## src/core/frc_pkg.sv

```systemverilog
// Notes on behaviour
// - overvoltage stall enable slows deceleration while the bus rises too high.
// - overvoltage stall enable resets to 1 and blocks the regenerative brake.
// - current limit lowers frequency at threshold, restores it when load recovers.
// - current limit enable forces overcurrent trip prevention regardless of stall select.
// - stall threshold is percent of rated current, 1 to 200, for both uses.
// - stall threshold resets to 140 percent.
// - one shared threshold, independent of thermal and overload levels.
// - retry enabled: a trip resets itself and restarts after the waiting time.
// - class select 0 none, 1 short/overcurrent/heat, 2 overvoltage, 3 both.
// - retry attempt limit ranges 1 to 10.
// - successive retries are spaced by the restart waiting time.
// - alarm stays quiet during retries, asserts when retries are exhausted.
// - an unselected fault during retry raises the alarm and clears the count.
// - power removal clears the retry count.
// - more than 5 minutes without fault clears the retry count.
// - speed search starts after restart wait plus search wait.
// - start select 0 with run active starts once bus exceeds undervoltage.
// - start select resets to 1; run at power-on gives run-at-powerup trip.
// - start select 2 starts after bus is good and restart wait elapses.
// - start select 3 trips like 1; normal startup waits the restart time.
// - restart waiting time ranges 0.1 to 100.0 seconds.
package frc_pkg;
  localparam int unsigned CLK_PERIOD_NS = 10;
  localparam int unsigned TICK_NS = 100_000_000;
  localparam int unsigned TICK_CYCLES = TICK_NS / CLK_PERIOD_NS;
  localparam int unsigned TICKS_PER_S = 1_000_000_000 / TICK_NS;
  localparam int unsigned QUIET_S = 300;
  localparam int unsigned QUIET_TICKS = QUIET_S * TICKS_PER_S;
  localparam logic [7:0] ADDR_CTRL = 8'h00;
  localparam logic [7:0] ADDR_LEVEL = 8'h04;
  localparam logic [7:0] ADDR_WAIT = 8'h08;
  localparam logic [7:0] ADDR_STATUS = 8'h0C;
  localparam logic [7:0] ADDR_CMD = 8'h10;
  localparam int unsigned CTRL_OVS = 0;
  localparam int unsigned CTRL_CL = 1;
  localparam int unsigned CTRL_OCSEL = 2;
  localparam int unsigned CTRL_CLASS = 4;
  localparam int unsigned CTRL_POS = 6;
  localparam int unsigned CTRL_SRCH = 8;
  localparam int unsigned LEVEL_LIMIT = 8;
  localparam int unsigned WAIT_SEARCH = 16;
  localparam int unsigned STAT_ALARM = 4;
  localparam int unsigned STAT_OPTRIP = 5;
  localparam int unsigned STAT_RUN = 6;
  localparam logic [9:0] PCT_MIN = 10'h001;
  localparam logic [9:0] PCT_MAX = 10'h0C8;
  localparam logic [7:0] PCT_RESET = 8'h8C;
  localparam logic [9:0] LIMIT_MIN = 10'h001;
  localparam logic [9:0] LIMIT_MAX = 10'h00A;
  localparam logic [3:0] LIMIT_RESET = 4'h1;
  localparam logic [9:0] WAIT_MIN = 10'h001;
  localparam logic [9:0] WAIT_MAX = 10'h3E8;
  localparam logic [9:0] WAIT_RESET = 10'h00A;
  localparam logic [1:0] POS_RESET = 2'h1;
  localparam logic [1:0] POS_RUN = 2'h0;
  localparam logic [1:0] POS_STOP = 2'h1;
  localparam logic [1:0] POS_WAIT = 2'h2;
  localparam logic [1:0] POS_STOP_WAIT = 2'h3;
  localparam logic [1:0] SEL_BOTH = 2'h1;
  localparam logic [1:0] SEL_PREV_ONLY = 2'h2;
  localparam logic [1:0] SEL_STALL_ONLY = 2'h3;
  localparam logic [1:0] CLASS_OFF = 2'h0;
  localparam logic [1:0] CLASS_CURRENT = 2'h1;
  localparam logic [1:0] CLASS_VOLTAGE = 2'h2;
  localparam logic [1:0] CLASS_ALL = 2'h3;
  typedef enum logic [2:0] {
    S_POWERUP, S_POWER_WAIT, S_READY, S_RUN, S_RETRY_WAIT, S_SEARCH_WAIT, S_TRIPPED, S_OP_TRIP
  } frc_state_e;
endpackage

```

## src/core/frc_fault_retry_start.sv

```systemverilog
`timescale 1ns/1ps
module frc_fault_retry_start #(
  parameter int unsigned TICK_CYCLES = frc_pkg::TICK_CYCLES
) (
  input wire logic i_clock,
  input wire logic i_reset_n,
  input wire logic i_psel,
  input wire logic i_penable,
  input wire logic i_pwrite,
  input wire logic [7:0] i_paddr,
  input wire logic [31:0] i_pwdata,
  output logic [31:0] o_prdata,
  output logic o_pready,
  output logic o_pslverr,
  input wire logic i_bus_above_uv,
  input wire logic i_run,
  input wire logic i_fault_reset,
  input wire logic i_decelerating,
  input wire logic i_bus_high,
  input wire logic i_brake_request,
  input wire logic [5:0] i_short_circuit_fault,
  input wire logic [2:0] i_overcurrent_fault,
  input wire logic i_heatsink_fault,
  input wire logic [2:0] i_overvoltage_fault,
  input wire logic i_other_fault,
  input wire logic [8:0] i_current_percent,
  output logic o_run_enable,
  output logic o_fault_alarm,
  output logic o_run_at_powerup_trip,
  output logic o_decel_hold,
  output logic o_brake_enable,
  output logic o_freq_foldback,
  output logic o_accel_extend,
  output logic o_trip_prevent,
  output logic o_speed_search
);
  import frc_pkg::*;

  localparam int PIN_W = 20;
  localparam int PRE_W = $clog2(TICK_CYCLES);
  localparam logic [PRE_W-1:0] PRE_LAST = PRE_W'(TICK_CYCLES - 1);
  localparam logic [11:0] QUIET_LAST = 12'(QUIET_TICKS - 1);

  function automatic logic [9:0] clamp(input logic [9:0] v, input logic [9:0] lo,
                                       input logic [9:0] hi);
    clamp = (v < lo) ? lo : ((v > hi) ? hi : v);
  endfunction

  function automatic logic stall_on(input logic [1:0] sel);
    stall_on = (sel == SEL_BOTH) || (sel == SEL_STALL_ONLY);
  endfunction

  function automatic logic prevent_on(input logic [1:0] sel, input logic cl);
    prevent_on = cl || (sel == SEL_BOTH) || (sel == SEL_PREV_ONLY);
  endfunction

  // pin synchroniser, two stages
  logic [PIN_W-1:0] sync1_reg, sync2_reg;
  wire [PIN_W-1:0] pins = {i_bus_above_uv, i_run, i_fault_reset, i_decelerating, i_bus_high,
                           i_brake_request, i_short_circuit_fault, i_overcurrent_fault,
                           i_heatsink_fault, i_overvoltage_fault, i_other_fault};
  always_ff @(posedge i_clock or negedge i_reset_n) begin
    if (!i_reset_n) begin
      sync1_reg <= '0;
      sync2_reg <= '0;
    end else begin
      sync1_reg <= pins;
      sync2_reg <= sync1_reg;
    end
  end
  wire bus_ok = sync2_reg[19];
  wire run = sync2_reg[18];
  wire fault_reset = sync2_reg[17];
  wire decel = sync2_reg[16];
  wire bus_high = sync2_reg[15];
  wire brake_req = sync2_reg[14];
  wire current_grp = |sync2_reg[13:4];
  wire voltage_grp = |sync2_reg[3:1];
  wire other_grp = sync2_reg[0];

  // configuration registers
  logic ovs_en_reg, cl_en_reg, srch_sel_reg;
  logic [1:0] ocsel_reg, class_reg, pos_reg;
  logic [7:0] pct_reg;
  logic [3:0] limit_reg;
  logic [9:0] restart_wait_reg, search_wait_reg;
  logic pready_reg, pslverr_reg;
  logic [31:0] prdata_reg;
  logic reset_cmd_reg;

  frc_state_e state_reg, state_next;
  logic [3:0] count_reg, count_next;
  logic [9:0] wait_reg, wait_val;
  logic wait_load;
  logic [PRE_W-1:0] pre_reg;
  logic [11:0] quiet_reg;

  wire mapped = (i_paddr == ADDR_CTRL) || (i_paddr == ADDR_LEVEL) || (i_paddr == ADDR_WAIT) ||
                (i_paddr == ADDR_STATUS) || (i_paddr == ADDR_CMD);
  wire access = i_psel && i_penable;
  wire wr_fire = access && pready_reg && i_pwrite && mapped;
  wire [31:0] ctrl_word = {23'h00_0000, srch_sel_reg, pos_reg, class_reg, ocsel_reg,
                           cl_en_reg, ovs_en_reg};
  wire [31:0] level_word = {20'h0_0000, limit_reg, pct_reg};
  wire [31:0] wait_word = {6'h00, search_wait_reg, 6'h00, restart_wait_reg};
  wire [31:0] status_word = {25'h000_0000, o_run_enable, o_run_at_powerup_trip, o_fault_alarm,
                             count_reg};
  wire [31:0] rd_mux = (i_paddr == ADDR_CTRL) ? ctrl_word :
                       (i_paddr == ADDR_LEVEL) ? level_word :
                       (i_paddr == ADDR_WAIT) ? wait_word :
                       (i_paddr == ADDR_STATUS) ? status_word : 32'h0000_0000;

  // apb slave, one wait state
  always_ff @(posedge i_clock or negedge i_reset_n) begin
    if (!i_reset_n) begin
      pready_reg <= 1'b0;
      pslverr_reg <= 1'b0;
      prdata_reg <= 32'h0000_0000;
    end else begin
      pready_reg <= access && !pready_reg;
      pslverr_reg <= access && !pready_reg && !mapped;
      prdata_reg <= (access && !pready_reg && !i_pwrite) ? rd_mux : 32'h0000_0000;
    end
  end

  always_ff @(posedge i_clock or negedge i_reset_n) begin
    if (!i_reset_n) begin
      ovs_en_reg <= 1'b1;
      cl_en_reg <= 1'b0;
      ocsel_reg <= 2'h0;
      class_reg <= CLASS_OFF;
      pos_reg <= POS_RESET;
      srch_sel_reg <= 1'b0;
      pct_reg <= PCT_RESET;
      limit_reg <= LIMIT_RESET;
      restart_wait_reg <= WAIT_RESET;
      search_wait_reg <= WAIT_RESET;
      reset_cmd_reg <= 1'b0;
    end else begin
      reset_cmd_reg <= wr_fire && (i_paddr == ADDR_CMD) && i_pwdata[0];
      if (wr_fire && (i_paddr == ADDR_CTRL)) begin
        ovs_en_reg <= i_pwdata[CTRL_OVS];
        cl_en_reg <= i_pwdata[CTRL_CL];
        ocsel_reg <= i_pwdata[CTRL_OCSEL +: 2];
        class_reg <= i_pwdata[CTRL_CLASS +: 2];
        pos_reg <= i_pwdata[CTRL_POS +: 2];
        srch_sel_reg <= i_pwdata[CTRL_SRCH];
      end
      if (wr_fire && (i_paddr == ADDR_LEVEL)) begin
        pct_reg <= 8'(clamp({2'b00, i_pwdata[7:0]}, PCT_MIN, PCT_MAX));
        limit_reg <= 4'(clamp({6'h00, i_pwdata[LEVEL_LIMIT +: 4]}, LIMIT_MIN, LIMIT_MAX));
      end
      if (wr_fire && (i_paddr == ADDR_WAIT)) begin
        restart_wait_reg <= clamp(i_pwdata[9:0], WAIT_MIN, WAIT_MAX);
        search_wait_reg <= clamp(i_pwdata[WAIT_SEARCH +: 10], WAIT_MIN, WAIT_MAX);
      end
    end
  end

  // protection outputs
  wire at_limit = i_current_percent >= {1'b0, pct_reg};
  wire fault_any = current_grp || voltage_grp || other_grp;
  wire current_sel = (class_reg == CLASS_CURRENT) || (class_reg == CLASS_ALL);
  wire voltage_sel = (class_reg == CLASS_VOLTAGE) || (class_reg == CLASS_ALL);
  wire unselected = other_grp || (current_grp && !current_sel) ||
                    (voltage_grp && !voltage_sel);
  wire class_hit = !unselected;
  wire tick = (pre_reg == PRE_LAST);
  wire wait_done = (wait_reg == 10'h000);
  wire quiet_done = tick && (quiet_reg == QUIET_LAST);
  wire clear_req = fault_reset || reset_cmd_reg;
  wire pos_trips = (pos_reg == POS_STOP) || (pos_reg == POS_STOP_WAIT);
  wire pos_waits = (pos_reg == POS_WAIT) || (pos_reg == POS_STOP_WAIT);

  always_comb begin
    state_next = state_reg;
    count_next = count_reg;
    wait_load = 1'b0;
    wait_val = restart_wait_reg;
    unique case (state_reg)
      S_POWERUP: begin
        if (bus_ok) begin
          if (run && pos_trips) begin
            state_next = S_OP_TRIP;
          end else if (pos_waits) begin
            state_next = S_POWER_WAIT;
            wait_load = 1'b1;
          end else begin
            state_next = run ? S_RUN : S_READY;
          end
        end
      end
      S_POWER_WAIT: begin
        if (wait_done) begin
          state_next = run ? S_RUN : S_READY;
        end
      end
      S_READY: begin
        if (run) begin
          state_next = S_RUN;
        end
      end
      S_RUN: begin
        if (fault_any) begin
          if (class_hit && (class_reg != CLASS_OFF) && (count_reg < limit_reg)) begin
            count_next = count_reg + 4'h1;
            state_next = S_RETRY_WAIT;
            wait_load = 1'b1;
          end else begin
            state_next = S_TRIPPED;
            if (!class_hit) begin
              count_next = 4'h0;
            end
          end
        end else if (!run) begin
          state_next = S_READY;
        end
      end
      S_RETRY_WAIT, S_SEARCH_WAIT: begin
        if (unselected) begin
          state_next = S_TRIPPED;
          count_next = 4'h0;
        end else if (wait_done && state_reg == S_RETRY_WAIT && srch_sel_reg) begin
          state_next = S_SEARCH_WAIT;
          wait_load = 1'b1;
          wait_val = search_wait_reg;
        end else if (wait_done) begin
          state_next = S_RUN;
        end
      end
      S_TRIPPED: begin
        if (clear_req) begin
          state_next = S_READY;
        end
      end
      S_OP_TRIP: begin
        if (clear_req && !run) begin
          state_next = S_READY;
        end
      end
    endcase
    if (quiet_done) begin
      count_next = 4'h0;
    end
    if (!bus_ok) begin
      count_next = 4'h0;
      state_next = S_POWERUP;
    end
  end

  always_ff @(posedge i_clock or negedge i_reset_n) begin
    if (!i_reset_n) begin
      state_reg <= S_POWERUP;
      count_reg <= 4'h0;
      wait_reg <= 10'h000;
      pre_reg <= '0;
      quiet_reg <= 12'h000;
    end else begin
      state_reg <= state_next;
      count_reg <= count_next;
      pre_reg <= (tick || wait_load) ? '0 : pre_reg + 1'b1;
      wait_reg <= wait_load ? wait_val : ((tick && !wait_done) ? wait_reg - 10'h001 : wait_reg);
      quiet_reg <= (fault_any || quiet_done) ? 12'h000 : (tick ? quiet_reg + 12'h001 : quiet_reg);
    end
  end

  always_ff @(posedge i_clock or negedge i_reset_n) begin
    if (!i_reset_n) begin
      o_run_enable <= 1'b0;
      o_fault_alarm <= 1'b0;
      o_run_at_powerup_trip <= 1'b0;
      o_decel_hold <= 1'b0;
      o_brake_enable <= 1'b0;
      o_freq_foldback <= 1'b0;
      o_accel_extend <= 1'b0;
      o_trip_prevent <= 1'b0;
      o_speed_search <= 1'b0;
    end else begin
      o_run_enable <= (state_next == S_RUN);
      o_fault_alarm <= (state_next == S_TRIPPED) || (state_next == S_OP_TRIP);
      o_run_at_powerup_trip <= (state_next == S_OP_TRIP);
      o_decel_hold <= ovs_en_reg && decel && bus_high;
      o_brake_enable <= !ovs_en_reg && brake_req;
      o_freq_foldback <= cl_en_reg && at_limit;
      o_accel_extend <= stall_on(ocsel_reg) && at_limit;
      o_trip_prevent <= prevent_on(ocsel_reg, cl_en_reg);
      o_speed_search <= (state_reg == S_SEARCH_WAIT) && wait_done && !unselected;
    end
  end

  assign o_prdata = prdata_reg;
  assign o_pready = pready_reg;
  assign o_pslverr = pslverr_reg;
endmodule

```

## config.mk

```make
export PLATFORM = sky130hd
export DESIGN_NAME = frc_fault_retry_start
export DESIGN_NICKNAME = d
export VERILOG_FILES = /design/src/core/frc_pkg.sv /design/src/core/frc_fault_retry_start.sv
export SDC_FILE = /design/constraint.sdc
export NUM_CORES = 1
export LEC_CHECK = 0
export BUFFER_PORTS_ARGS = -buffer_cell sky130_fd_sc_hd__buf_4
export CAP_MARGIN = 20
export CORE_MARGIN = 1.5
export CORE_UTILIZATION = 45
export DETAILED_ROUTE_END_ITERATION = 8
export PLACE_DENSITY = 0.63
export SLEW_MARGIN = 5
export SYNTH_ARGS = -nofsm -noshare
export SYNTH_HDL_FRONTEND = slang
export SYNTH_SLANG_ARGS = --single-unit
export TNS_END_PERCENT = 1
```

## constraint.sdc

```tcl
create_clock -name i_clock -period 3.9 [get_ports i_clock]
set_input_delay 0.39 -clock i_clock [delete_from_list [all_inputs] [get_ports i_clock]]
set_output_delay 0.39 -clock i_clock [all_outputs]
set_load 0.02 [all_outputs]
```

# Yosys cells after proc, flatten, opt, wreduce, memory -nomap -nowiden
# Index checks and enable logic that the tools add are counted.
# W data, S select, Z words.
[word_totals] inputBits=74 wordCells=188 out_inout_bits=43 register_bits=172
[op_classes] mux=50 reduce_logical=67 eq_ne=27 order_cmp=10 n_addsub=4
[op_table] cell="$mux W26" n=4
[op_table] cell="$mux W10" n=9
[op_table] cell="$mux W3" n=11
[op_table] cell="$logic_and A1 B1 Y1" n=29
[op_table] cell="$mux W4" n=7
[op_table] cell="$add A24 B1 Y24 const B" n=1
[op_table] cell="$eq A24 B24 Y1 const B" n=1
[op_table] cell="$mux W12" n=2
[op_table] cell="$mux W24" n=1
[op_table] cell="$pmux W3 S7" n=1
[op_table] cell="$gt A10 B10 Y1 const B" n=2
[op_table] cell="$lt A10 B1 Y1 const B" n=2
[op_table] cell="$logic_or A1 B1 Y1" n=19
[op_table] cell="$eq A3 B3 Y1 const B" n=6
[op_table] cell="$eq A8 B4 Y1 const B" n=2
[op_table] cell="$mux W8" n=2
[op_table] cell="$add A12 B1 Y12 const B" n=1
[op_table] cell="$eq A12 B12 Y1 const B" n=1
[op_table] cell="$eq A2 B2 Y1 const B" n=6
[op_table] cell="$logic_not A10 Y1" n=1
[op_table] cell="$reduce_or A10 Y1" n=1
[op_table] cell="$sub A10 B1 Y10 const B" n=1
[op_table] cell="$eq A3 B2 Y1 const B" n=3
[op_table] cell="$ge A9 B8 Y1" n=1
[op_table] cell="24 further kinds" n=44

# Logic depth before layout (Yosys ltp)
[logic_depth] word_depth=15 depth_mapped=9 mapped_depth_nobuf=9

# Worst setup path before layout
# No wires, ideal clock.
[synth_timing] kind="register to register" from="register wait_reg[0]" to="register wait_reg[0]" required_ns=3.774 period_less_slack_ns=2.064 n_path_buf=0 arrival_ns=1.938 slack_ns=1.836 stages_incl_launch_ff=9 path_cell_list="dfrtp_1 -> inv_1 -> ha_1 -> nor3b_1 -> and3_1 -> nor4_2 -> xnor2_1 -> nor3_1 -> a221o_1"
[synth_via] elab_chain_len=7 word_cells_on_any_way=15 cone_classes="add/sub (1); mux (8); reduce/logical (6)"
[synth_rtl] item="start, declared" line="frc_fault_retry_start.sv:93" rtl="logic [9:0] wait_reg, wait_val;"
[synth_rtl] item="start signal, assigned" line="frc_fault_retry_start.sv:262" rtl="wait_reg <= wait_load ? wait_val : ((tick && !wait_done) ? wait_reg - 10'h001 : wait_reg);"
[synth_rtl] item="$logic_not A10 Y1" line="frc_fault_retry_start.sv:169" rtl="wire wait_done = (wait_reg == 10'h000);"
[synth_rtl] item="$logic_and A1 B1 Y1 (2 in series)" line="frc_fault_retry_start.sv:223" rtl="end else if (wait_done && state_reg == S_RETRY_WAIT && srch_sel_reg) begin"
[synth_rtl] item="$mux W1 / $mux W10 (equally long branches)" line="frc_fault_retry_start.sv:223"
[synth_rtl] item="$mux W1 / $mux W10 (equally long branches)" line="frc_fault_retry_start.sv:220" rtl="if (unselected) begin"
[synth_rtl] item="$pmux W1 S3 / $mux W10 (equally long branches)" line="frc_fault_retry_start.sv:180" rtl="unique case (state_reg)"
[synth_rtl] item="$mux W10 / $reduce_bool A2 Y1 (equally long branches)"
# Several ways; a longest one is shown, not always the timed one. The select of a mux whose other input is x is not followed.
# A chain may end at the register's enable or synchronous reset.

# Worst setup path in the final report
[layout_timing] from="register count_reg[1]" to="register pre_reg[19]"
[layout_via] elab_chain_len=7
[layout_rtl] item="start, declared" line="frc_fault_retry_start.sv:92" rtl="logic [3:0] count_reg, count_next;"
[layout_rtl] item="start signal, assigned" line="frc_fault_retry_start.sv:260" rtl="count_reg <= count_next;"
[layout_rtl] item="$lt A4 B4 Y1" line="frc_fault_retry_start.sv:205" rtl="if (class_hit && (class_reg != CLASS_OFF) && (count_reg < limit_reg)) begin"
[layout_rtl] item="$logic_and A1 B1 Y1" line="frc_fault_retry_start.sv:205"
[layout_rtl] item="$mux W1" line="frc_fault_retry_start.sv:205"
[layout_rtl] item="$mux W1" line="frc_fault_retry_start.sv:204" rtl="if (fault_any) begin"
[layout_rtl] item="$pmux W1 S3" line="frc_fault_retry_start.sv:180"
[layout_rtl] item="$logic_or A1 B1 Y1" line="frc_fault_retry_start.sv:261" rtl="pre_reg <= (tick || wait_load) ? '0 : pre_reg + 1'b1;"
[layout_rtl] item="$mux W24" line="frc_fault_retry_start.sv:261"
[layout_rtl] item="end signal, assigned" line="frc_fault_retry_start.sv:261"
[layout_rtl] item="end, declared" line="frc_fault_retry_start.sv:95" rtl="logic [PRE_W-1:0] pre_reg;"
# No other way between the ends.

==> results summary <==
The total of max-cap violations came out at 0. The power per standard cell area is 415.6 nW/um^2. The setup-violating endpoint count in the final report is 0. In this run the worst hold path is classified as input port to register. The quantity of I/O buffers inserted on ports came out at 96. The number of fill cells in the layout is 1441. The clock latency on the worst-skew pair is 0.43 ns. By area the synthesized netlist is led by sky130_fd_sc_hd__dfrtp_1, sky130_fd_sc_hd__nor2_1, sky130_fd_sc_hd__dfstp_2, sky130_fd_sc_hd__mux2_2, sky130_fd_sc_hd__nand2_1. The maximum buffer depth of the clock tree came out at 2. The wire length of the first global-routing pass is 27420 um. The reported net switching power is 0.9856 mW.

For this run, design rule violations remaining after detail routing come to 0. In this run the worst setup path begins at count_reg[1]. The vias after detailed routing came out at 5499. For this run, the detailed router's first-pass iteration total came to 5. The proportion of synthesized flip-flops having asynchronous set or reset is 100.0%. The flip-flop count of the largest register after layout is 24. The switching share of power is 26.18%. CTS saw 168 sinks. The floorplan die width is 132.2 um. The area added between synthesis and finish came out at 20.53%. The analysis attributes to cell leakage a power of 4.162 nW. The number of cells on the worst reg-to-reg path came out at 6.

By area, the combinational part of the netlist is dominated by simple AND/OR/NAND/NOR gates. Entering global routing, the biggest net connects 128 pins. The data arrival at the endpoint of the critical path is 2.95 ns. The synthesized netlist cell count came out at 683.

The internal reg-to-reg setup slack is 1.25 ns. The sequential cell area fraction in the yosys report came out at 56.11%. The placer congestion estimate came out at 0.8984. The number of pins exceeding their max-slew limit in the final report was 0.

The share of power burned in the clock network is 43.9%. The internal power component is 2.779 mW. The arithmetic-cell share of the synthesized area counting full adders, half adders and majority gates is 2.498%. The shortest period the worst path allows is 2.649 ns. The number of enable-type register cells in the synthesized netlist came out at 0. The number of nets in the layout came out at 875. The endpoint of the worst-slack reg-to-reg timing path is pre_reg[19].

The per-instance average area after synthesis came out at 11.00 um^2. The initial antenna violation count came out at 0. The number of global-route vias before repair was 5528. In this run, distinct cell masters in the synthesized netlist total 65. Of the total synthesized cell area, the portion taken by AND, OR, NAND and NOR gates is 19.48%. The first-iteration detailed-routing DRC count is 337. The flow ran to the end, and the final reports show no timing, DRC or antenna violations. The area of the core is 16470 um^2. The measured slew at the worst slew-check pin came out at 1.032 ns. The most critical setup path has its endpoint at pre_reg[19].

STA puts the critical path data required time at 4.20 ns. The final antenna diode count came out at 0. The total detailed-routing wirelength came out at 16440 um. STA classifies the critical path endpoint as a register.

Of all cell types, the one taking the most synthesized area is sky130_fd_sc_hd__dfrtp_1. The clock-pin slew reported for the worst setup and hold paths after clock tree synthesis came out at 0.07 ns. The beginning of the worst register-to-register path is count_reg[1]. In this run, placement finished with an instance count of 985. The number of buffers created by CTS came out at 17.

The post-synthesis register bit count came out at 168. The synthesis warning total is 0. The largest clock skew in the final design is 0.01284 ns.

During I/O placement, the number of pins put on the boundary was 117. For this configuration, the core starts out at a cell density of 45.64%. The largest fanout on the critical path came out at 22. The detail route stage leaves a number of antenna-violating nets equal to 0. The complex-gate fraction of the synthesized area is 9.973%. The vertical die dimension came out at 132.2 um. The cell sitting at the root of the clock tree is a sky130_fd_sc_hd__clkbuf_16. The count of final hold-check violations came out at 0. The final instance count without filler cells is 1019.

The total setup buffers inserted after CTS came out at 0. By startpoint and endpoint, the worst setup path is classified as register to register. Across the VDD grid, the largest voltage drop is 0.3292 mV.

The synthesized netlist devotes 4.196% of its cell area to XOR and XNOR gates. The portion of synthesized area spent on multiplexers is 4.662%. The period utilization came out at 67.93%. The combinational fraction of design power came out at 6.8%. In this run the number of H-tree levels came out at 4. The final HPWL from detailed placement is 11900 um. After detailed routing, the number of vias per cell comes to 5.396. In this run the core area contains 47 standard-cell rows. Across every metal layer, demand over resource in global routing totals 19.90%. The die covers 17480 um^2. The cell area that synthesis handed to floorplanning was 7515 um^2. The ratio of cells with drive above 1 in the final layout came out at 22.65%. The headroom to the max-slew limit is 30.70%. Setup repair after global routing left no endpoint under its margin.

TritonCTS built the clock tree. The part of the power in registers came out at 49.3%. The sum of negative setup slack is 0 ns.

The final routed wire length divided by cell count is 16.13 um. The top cell type by area accounts for 52.61% of the synthesized area. Summed over all layers, the global routing overflow is 0. For this run, the leading register cell type out of synthesis is sky130_fd_sc_hd__dfrtp_1. The fmax is 377.5 MHz. The worst setup path is launched from a register.
==> what timing repair did <==
action	CTS	global route
resized for setup	0	0
hold buffers	0	1
hold endpoints to repair	0	30
==> power groups by stage <==
stage          registers [mW]  clock network (mW)  logic (mW)
4_1_cts                  1.86                1.70       0.254
3_3_place_gp             1.88                   0       0.244
3_5_place_dp             1.89                   0       0.252
5_1_grt                  1.86                1.79       0.287
6_report                 1.86                1.65       0.255
2_1_floorplan            1.88                   0       0.125
==> worst max-delay path, cell delays in order, from the launching register on <==
cell	delay, ns
sky130_fd_sc_hd__dfrtp_1	0.45
sky130_fd_sc_hd__ha_1	0.30
sky130_fd_sc_hd__a211o_1	0.26
sky130_fd_sc_hd__a21oi_1	0.41
sky130_fd_sc_hd__a32o_1	0.63
sky130_fd_sc_hd__or3_4	0.39
sky130_fd_sc_hd__nor2_1	0.08
==> final cells by class <==
type	count	area (um^2)	area share, %
Sequential cell	168	4217	46.55
Tap cell	220	275.3	3.039
Multi-Input combinational cell	478	3104	34.27
Clock inverter	15	172.7	1.906
Inverter	19	71.32	0.7874
Timing Repair Buffer	102	792.0	8.744
Clock buffer	17	425.4	4.697
==> layout by cell type (no fill, tap or decap), drive strengths merged, types with 3 or more instances in the layout <==
| cell | count |
|---|---|
| nand4 | 9 |
| a22o | 4 |
| ha | 15 |
| dfstp | 10 |
| nor4 | 11 |
| xor2 | 22 |
| nor2b | 15 |
| nor3b | 6 |
| inv | 27 |
| a2111oi | 9 |
| o211ai | 3 |
| o21ai | 34 |
| xnor2 | 14 |
| clkinv | 6 |
| nor3 | 16 |
| buf | 101 |
| nor4b | 3 |
| conb | 10 |
| nand3 | 19 |
| mux2i | 8 |
| nor2 | 80 |
| mux2 | 22 |
| a21oi | 18 |
| nand2b | 9 |
| dfrtp | 158 |
| a22oi | 8 |
| or3 | 5 |
| and2 | 14 |
| a211oi | 7 |
| nand3b | 4 |
| a21o | 6 |
| and3 | 10 |
| nand2 | 55 |
| a31oi | 8 |
| clkbuf | 17 |
| and4 | 8 |
==> synth_stat cells (7+ instances only) <==
master	n
sky130_fd_sc_hd__clkbuf_1	12
sky130_fd_sc_hd__a2111oi_0	9
sky130_fd_sc_hd__xnor2_1	14
sky130_fd_sc_hd__nor3_1	16
sky130_fd_sc_hd__dfrtp_1	158
sky130_fd_sc_hd__a211oi_1	7
sky130_fd_sc_hd__mux2_2	22
sky130_fd_sc_hd__nand4_1	9
sky130_fd_sc_hd__dfstp_2	10
sky130_fd_sc_hd__nand2b_1	9
sky130_fd_sc_hd__nor4_1	7
sky130_fd_sc_hd__ha_1	15
sky130_fd_sc_hd__and2_1	14
sky130_fd_sc_hd__xor2_1	22
sky130_fd_sc_hd__nand2_1	55
sky130_fd_sc_hd__o21ai_0	33
sky130_fd_sc_hd__mux2i_1	8
sky130_fd_sc_hd__nor2_1	80
sky130_fd_sc_hd__nand3_1	18
sky130_fd_sc_hd__a22oi_1	8
sky130_fd_sc_hd__nor2b_1	15
sky130_fd_sc_hd__inv_1	19
sky130_fd_sc_hd__and3_1	10
sky130_fd_sc_hd__buf_4	10
sky130_fd_sc_hd__a21oi_1	18
sky130_fd_sc_hd__a31oi_1	8
==> per-stage QoR <==
step           worst slack [ns]  area [um^2]  hold slack [ns]  power, mW  util, %
5_1_grt                   1.062         9057          0.03062      3.941    55.01
6_report                  1.251         9057          0.05937      3.764    55.01
3_3_place_gp              1.298         8422           0.3315      2.129    51.15
4_1_cts                   1.226         9020          0.03810      3.809    54.78
3_5_place_dp              1.249         8422           0.3355      2.142    51.15
2_1_floorplan             1.836         7548          0.09441      2.006        -
==> per-layer routing <==
metal | vias to the layer above | track usage [%] | part of all wire (%)
met5 | - | 0 | 0
met4 | 0 | 7.875 | 1.4
met3 | 22 | 4.460 | 5.2
met2 | 145 | 31.68 | 49
met1 | 2729 | 26.63 | 45
li1 | 2603 | - | -
==> how the worst min path moves through the flow <==
stage,startpoint,end,cells past startpoint
6_report,i_short_circuit_fault[3],sync1_reg[11],1
5_1_grt,i_short_circuit_fault[1],sync1_reg[9],1
4_1_cts,i_brake_request,sync1_reg[14],1
3_5_place_dp,sync1_reg[16],sync2_reg[16],0
3_3_place_gp,sync1_reg[16],sync2_reg[16],0
2_1_floorplan,i_reset_n,cl_en_reg,0
==> kinds of logic after synthesis <==
family | Yosys count
and+or+nand+nor | 272
AOI/OAI and AO/OA | 114
DFF | 168
adders and majority gates | 15
buffers and inverters | 46
other | 1
xor gates and xnor gates | 36
muxes | 31
No activity file was read; power rests on OpenSTA's default activity.
